==> src/rrse_pkg.sv <==
package rrse_pkg;

  // Operation codes presented on exec_op.
  localparam logic [1:0] OP_RETURN = 2'h0;
  localparam logic [1:0] OP_ROT_L  = 2'h1;
  localparam logic [1:0] OP_ROT_R  = 2'h2;
  localparam logic [1:0] OP_SLEEP  = 2'h3;

  // Destination select of the rotate operations.
  localparam logic DEST_W    = 1'b0;
  localparam logic DEST_FILE = 1'b1;

  // Widths and reset values.
  localparam int         DATA_W         = 8;
  localparam int         FADDR_W        = 7;
  localparam int         PC_W           = 13;
  localparam int         WDT_W          = 8;
  localparam int         PRESC_W        = 8;
  localparam logic       PD_N_RST       = 1'b1;
  localparam logic       TO_N_RST       = 1'b1;
  localparam logic [7:0] WDT_CLEAR_VAL  = 8'h00;
  localparam logic [7:0] PRESC_CLEAR_VAL = 8'h00;

  // Occupancy of the return operation in instruction cycles.
  localparam int RETURN_CYCLES = 2;

  typedef enum logic [2:0] {
    RRSE_IDLE  = 3'b001,
    RRSE_RET2  = 3'b010,
    RRSE_SLEEP = 3'b100
  } rrse_state_e;

endpackage

==> src/rrse_rotator.sv <==
`timescale 1ns/1ps

module rrse_rotator #(
  parameter int DATA_W = 8
) (
  input  wire logic              dir_right,
  input  wire logic [DATA_W-1:0] din,
  input  wire logic              cin,
  output logic      [DATA_W-1:0] dout,
  output logic                   cout
);

  always_comb begin
    if (dir_right) begin
      dout = {cin, din[DATA_W-1:1]};
      cout = din[0];
    end else begin
      dout = {din[DATA_W-2:0], cin};
      cout = din[DATA_W-1];
    end
  end

endmodule // rrse_rotator

==> src/rrse_exec.sv <==
`timescale 1ns/1ps

module rrse_exec #(
  parameter int PC_W    = rrse_pkg::PC_W,
  parameter int WDT_W   = rrse_pkg::WDT_W,
  parameter int PRESC_W = rrse_pkg::PRESC_W
) (
  input  wire logic                        clk,
  input  wire logic                        sys_rst,
  input  wire logic                        exec_valid,
  input  wire logic [1:0]                  exec_op,
  input  wire logic [rrse_pkg::FADDR_W-1:0] file_addr,
  input  wire logic                        dest_sel,
  input  wire logic [rrse_pkg::DATA_W-1:0] file_rdata,
  input  wire logic                        carry_in,
  input  wire logic [PC_W-1:0]             stack_top_value,
  input  wire logic                        wdt_enable,
  input  wire logic                        wake_req,
  output logic                             exec_ready,
  output logic                             stack_pop,
  output logic                             pc_load,
  output logic      [PC_W-1:0]             pc_value,
  output logic                             w_we,
  output logic                             file_we,
  output logic      [rrse_pkg::FADDR_W-1:0] file_waddr,
  output logic      [rrse_pkg::DATA_W-1:0] result_data,
  output logic                             carry_we,
  output logic                             carry_out,
  output logic                             power_down_flag_n,
  output logic                             timeout_flag_n,
  output logic      [WDT_W-1:0]            watchdog_counter,
  output logic      [PRESC_W-1:0]          wdt_prescaler,
  output logic                             sleep_mode,
  output logic                             osc_stop
);

  ////////////////////////////////////////////////////////////////////////////

  typedef struct packed {
    rrse_pkg::rrse_state_e            state;
    logic                             pop;
    logic                             pc_ld;
    logic [PC_W-1:0]                  pc;
    logic                             w_we;
    logic                             f_we;
    logic [rrse_pkg::FADDR_W-1:0]     f_addr;
    logic [rrse_pkg::DATA_W-1:0]      result;
    logic                             c_we;
    logic                             c_val;
    logic                             pd_n;
    logic                             to_n;
    logic [WDT_W-1:0]                 wdt;
    logic [PRESC_W-1:0]               presc;
  } rrse_regs_s;

  rrse_regs_s                  st_r;
  rrse_regs_s                  st_nxt;
  logic                        take;
  logic [rrse_pkg::DATA_W-1:0] rot_data;
  logic                        rot_carry;

  function automatic logic is_rotate(input logic [1:0] op);
    return (op == rrse_pkg::OP_ROT_L) || (op == rrse_pkg::OP_ROT_R);
  endfunction

  assign exec_ready = (st_r.state == rrse_pkg::RRSE_IDLE);
  assign take       = exec_valid && exec_ready;

  rrse_rotator #(
    .DATA_W (rrse_pkg::DATA_W)
  ) u_rot (
    .dir_right (exec_op == rrse_pkg::OP_ROT_R),
    .din       (file_rdata),
    .cin       (carry_in),
    .dout      (rot_data),
    .cout      (rot_carry)
  );

  ////////////////////////////////////////////////////////////////////////////

  always_comb begin
    st_nxt       = st_r;
    st_nxt.pop   = 1'b0;
    st_nxt.pc_ld = 1'b0;
    st_nxt.w_we  = 1'b0;
    st_nxt.f_we  = 1'b0;
    st_nxt.c_we  = 1'b0;

    // The watchdog keeps counting in sleep, since it is one of the ways out.
    if (wdt_enable) begin
      st_nxt.presc = st_r.presc + PRESC_W'(1);
      if (st_r.presc == {PRESC_W{1'b1}}) begin
        st_nxt.wdt = st_r.wdt + WDT_W'(1);
      end
    end

    unique case (st_r.state)
      rrse_pkg::RRSE_IDLE: begin
        if (take) begin
          unique case (exec_op)
            rrse_pkg::OP_RETURN: begin
              st_nxt.pop   = 1'b1;
              st_nxt.pc_ld = 1'b1;
              st_nxt.pc    = stack_top_value;
              st_nxt.state = rrse_pkg::RRSE_RET2;
            end
            rrse_pkg::OP_ROT_L,
            rrse_pkg::OP_ROT_R: begin
              st_nxt.result = rot_data;
              st_nxt.c_we   = 1'b1;
              st_nxt.c_val  = rot_carry;
              st_nxt.f_addr = file_addr;
              st_nxt.w_we   = (dest_sel == rrse_pkg::DEST_W);
              st_nxt.f_we   = (dest_sel == rrse_pkg::DEST_FILE);
            end
            rrse_pkg::OP_SLEEP: begin
              st_nxt.wdt   = WDT_W'(rrse_pkg::WDT_CLEAR_VAL);
              st_nxt.presc = PRESC_W'(rrse_pkg::PRESC_CLEAR_VAL);
              st_nxt.pd_n  = 1'b0;
              st_nxt.to_n  = 1'b1;
              st_nxt.state = rrse_pkg::RRSE_SLEEP;
            end
          endcase
        end
      end
      rrse_pkg::RRSE_RET2: begin
        // Second instruction cycle of a return: no new work is taken.
        st_nxt.state = rrse_pkg::RRSE_IDLE;
      end
      rrse_pkg::RRSE_SLEEP: begin
        // Wake-up sources are decoded elsewhere; this only leaves the state.
        if (wake_req) begin
          st_nxt.state = rrse_pkg::RRSE_IDLE;
        end
      end
      default: begin
        st_nxt.state = rrse_pkg::RRSE_IDLE;
      end
    endcase
  end

  always_ff @(posedge clk) begin
    if (sys_rst) begin
      st_r.state  <= rrse_pkg::RRSE_IDLE;
      st_r.pop    <= 1'b0;
      st_r.pc_ld  <= 1'b0;
      st_r.pc     <= '0;
      st_r.w_we   <= 1'b0;
      st_r.f_we   <= 1'b0;
      st_r.f_addr <= '0;
      st_r.result <= '0;
      st_r.c_we   <= 1'b0;
      st_r.c_val  <= 1'b0;
      st_r.pd_n   <= rrse_pkg::PD_N_RST;
      st_r.to_n   <= rrse_pkg::TO_N_RST;
      st_r.wdt    <= WDT_W'(rrse_pkg::WDT_CLEAR_VAL);
      st_r.presc  <= PRESC_W'(rrse_pkg::PRESC_CLEAR_VAL);
    end else begin
      st_r <= st_nxt;
    end
  end

  ////////////////////////////////////////////////////////////////////////////

  assign stack_pop         = st_r.pop;
  assign pc_load           = st_r.pc_ld;
  assign pc_value          = st_r.pc;
  assign w_we              = st_r.w_we;
  assign file_we           = st_r.f_we;
  assign file_waddr        = st_r.f_addr;
  assign result_data       = st_r.result;
  assign carry_we          = st_r.c_we;
  assign carry_out         = st_r.c_val;
  assign power_down_flag_n = st_r.pd_n;
  assign timeout_flag_n    = st_r.to_n;
  assign watchdog_counter  = st_r.wdt;
  assign wdt_prescaler     = st_r.presc;
  assign sleep_mode        = (st_r.state == rrse_pkg::RRSE_SLEEP);
  // The oscillator gate follows the sleep state with no extra stage.
  assign osc_stop          = (st_r.state == rrse_pkg::RRSE_SLEEP);
endmodule // rrse_exec

==> config.mk <==
export PLATFORM = sky130hd
export DESIGN_NAME = rrse_exec
export DESIGN_NICKNAME = d
export VERILOG_FILES = /design/src/rrse_pkg.sv /design/src/rrse_rotator.sv /design/src/rrse_exec.sv
export SDC_FILE = /design/constraint.sdc
export NUM_CORES = 1
export LEC_CHECK = 0
export ABC_AREA = 1
export BUFFER_PORTS_ARGS = -buffer_cell sky130_fd_sc_hd__buf_2
export CORE_ASPECT_RATIO = 0.6
export CORE_MARGIN = 8
export CORE_UTILIZATION = 45
export CTS_BUF_LIST = sky130_fd_sc_hd__clkbuf_8
export DETAILED_ROUTE_END_ITERATION = 16
export GPL_ROUTABILITY_DRIVEN = 1
export PLACE_DENSITY_LB_ADDON = 0.08
export SLEW_MARGIN = 30
export SYNTH_ARGS = -nofsm -noshare
export SYNTH_HDL_FRONTEND = slang
export SYNTH_SLANG_ARGS = --single-unit
==> constraint.sdc <==
create_clock -name clk -period 3 [get_ports clk]
set_input_delay 0.9 -clock clk [delete_from_list [all_inputs] [get_ports clk]]
set_output_delay 0.9 -clock clk [all_outputs]
set_load 0.03 [all_outputs]
==> flow_metrics.tcl <==
set metrics [dict create \
    start_util_pct 47.4 \
    p_leak_uw 0.00138 \
    ys_ff_latch 53 \
    min_from "result_data[5]" \
    ctsHoldBuffers 0 \
    slowest_delay_ns 0.33 \
    numCtsBuffers 5 \
    clock_latency_ns 0.30 \
    drtAntennaViolNets 0 \
    die-height_um 75.7 \
    grt_pass1_vias 2026 \
    synthesis.nets 408 \
    slowest_stage "dfxtp_1" \
    filler_cell_count 587 \
    syn_area_per_cell_um2 7.31 \
    layout_commonest_cell "nand2_1" \
    die_w_um 116 \
    grt_use_total_pct 14.3 \
    synth_cells 366 \
    grt_max_degree 36 \
    fmax_mhz 478 \
    worstPathMaxFanout 3 \
    antennaDiodeCount 0 \
    worstSetupStartpointType "register" \
    period_share_pct 69.7 \
    path_buf_inv 1 \
    yosys_warnings 0 \
    dp_hpwl_mm 4.72 \
    final_cell_mix "101 x nand2_1, 90 x buf_2, 53 x dfxtp_1" \
    cts_tree "done" \
    drt_iter0_drc 95 \
    grt_pass1_wl_mm 9.91 \
    area_delta_synth_final_pct 9.64 \
    port_buffers 90 \
    min_path_type "register to register" \
    hold_ws_ns 0.467 \
    required_ns 2.10 \
    yosysSeqAreaShare_pct 39.7 \
    slew_violations 0 \
    skew_ns 0.00437 \
    gp_congestion 0.769 \
    cts_resized 0 \
    min_to "result_data[5]" \
    final_hold_viol_count 0 \
    coreArea_um2 5650 \
    arrival_ns 1.19 \
    cts.sinks 53 \
    regToRegSetupSlack_ns 1.45 \
    reg2reg_depth 7 \
    antenna_found_initial 0 \
    power_density_nw_per_um2 526 \
    ioPinCount 92 \
    cts_setup_buffers 0 \
    setup-violations-final 0 \
    synthDistinctLibCells 26 \
    rr_startpoint "st_r[54]" \
    r2r-end "file_waddr[3]" \
    fin_nets 447 \
    first_pass_iters 4 \
    gr-total-overflow 0 \
    rsz0062_at_grt "no" \
    whs_path_depth 2 \
    remaining_drc_errors 0 \
    drive_gt1_share_pct 28.3 \
    routed_wl_mm 6.11 \
    vias_per_cell 4.45 \
    syn_area_um2 2680 \
    htreeDepth 2 \
    status "finished clean" \
    dpl.cell_count 478 \
    vias 2161 \
    cts_root_buf "clkbuf_8" \
    floorplan.rows 21 \
    setup_tns_ns 0 \
    wl_per_cell_um 12.6 \
    crit_path_end_kind "output port" \
    post-route-util_pct 51.9 \
    total_power_uw 1540 \
    min_period_ns 2.09 \
    ir_worst_vdd_v 0.000263 \
    dieArea_um2 8750 \
    stdcell_count 486 \
    clockBufferDepth 2 \
    maxCapViolations 0 \
    critPathTopFamily "flip-flops" \
    crit_type "register to output port" \
    clkTransAtPathRegs_ns 0.10 \
    path_cells "nor3b_1, buf_2" \
]
==> tightest hold or removal path, cell delays in order (launching register included) <==
cell     delay (ns)
dfxtp_1        0.32
nand2_1        0.06
a21oi_1        0.05
==> synth_stat cells <==
| cell type | n | share of area, % |
|---|---|---|
| buf_6 | 4 | 1.7 |
| clkbuf_1 | 4 | 0.56 |
| nor3_2 | 1 | 0.37 |
| conb_1 | 1 | 0.14 |
| nor2_1 | 23 | 3.2 |
| nand2_2 | 5 | 1.2 |
| nor3b_1 | 3 | 0.84 |
| inv_1 | 32 | 4.5 |
| nor2_2 | 3 | 0.70 |
| o21ai_0 | 10 | 1.9 |
| xor2_1 | 3 | 0.98 |
| xnor2_1 | 1 | 0.33 |
| nor2_4 | 3 | 1.3 |
| nand4_1 | 4 | 0.94 |
| nand2_1 | 101 | 14 |
| dfxtp_1 | 53 | 40 |
| inv_2 | 3 | 0.42 |
| buf_1 | 1 | 0.14 |
| nand3_1 | 15 | 2.8 |
| a21oi_1 | 36 | 6.7 |
| buf_2 | 2 | 0.37 |
| ha_1 | 5 | 2.3 |
| nor3_1 | 3 | 0.56 |
| nor3b_2 | 1 | 0.47 |
| o21bai_1 | 1 | 0.28 |
| buf_4 | 48 | 13 |
==> how the worst max path moves through the flow <==
| stage | start | to | slack, ns | cells after the start |
|---|---|---|---|---|
| floorplan | st_r[54] | sleep_mode | 0.65 | 2 |
| global placement | exec_op[0] | result_data[4] | 0.83 | 7 |
| detailed placement | exec_op[0] | file_waddr[3] | 0.74 | 7 |
| CTS | st_r[54] | osc_stop | 0.90 | 2 |
| global route | st_r[54] | osc_stop | 0.79 | 2 |
| finish | st_r[54] | osc_stop | 0.91 | 2 |
==> routing by layer <==
| metal | global-route usage [%] | share of wire, % | vias to the layer above |
|---|---|---|---|
| li1 | - | - | 1166 |
| met1 | 19.2 | 51 | 937 |
| met2 | 20.9 | 40 | 54 |
| met3 | 5.78 | 9.1 | 4 |
| met4 | 3.03 | 0.46 | 0 |
| met5 | 0 | 0 | - |
==> layout make-up <==
type	instances	area (um2)	share of cell area (%)
multi-input combinational	219	1050	35.8
inverter	35	131	4.48
clock inverter	3	65.1	2.22
sequential	53	1060	36.2
timing repair buffer	91	458	15.6
tap	80	100	3.41
clock buffer	5	68.8	2.35
==> sequential cells by signal, summed over array words and instances (netlist names), 3 cells and up <==
| signal | flops |
|---|---|
| pc_value | 13 |
| result_data | 8 |
| watchdog_counter | 8 |
| wdt_prescaler | 8 |
| file_waddr | 7 |
| st_r | 3 |
==> metrics by stage <==
stage	setup slack [ns]	instance area (um2)
floorplan	0.650	2680
global placement	0.833	2800
detailed placement	0.740	2800
CTS	0.895	2930
global route	0.794	2930
finish	0.908	2930
==> cells by family after synthesis <==
| kind of cell | Yosys count | share of synthesized area [%] |
|---|---|---|
| xor+xnor | 4 | 1.31 |
| simple gates | 162 | 26.5 |
| buf+inv | 94 | 21.1 |
| compound gates | 47 | 8.89 |
| flops | 53 | 39.7 |
| fa+ha+maj | 5 | 2.34 |
| other cells | 1 | 0.140 |
==> where the power goes <==
| part | internal, uW | switching, uW |
|---|---|---|
| Clock | 331 | 235 |
| Combinational | 70.2 | 157 |
| Sequential | 732 | 16.0 |
| Total | 1130 | 408 |
(Power assumes the default switching activity.)
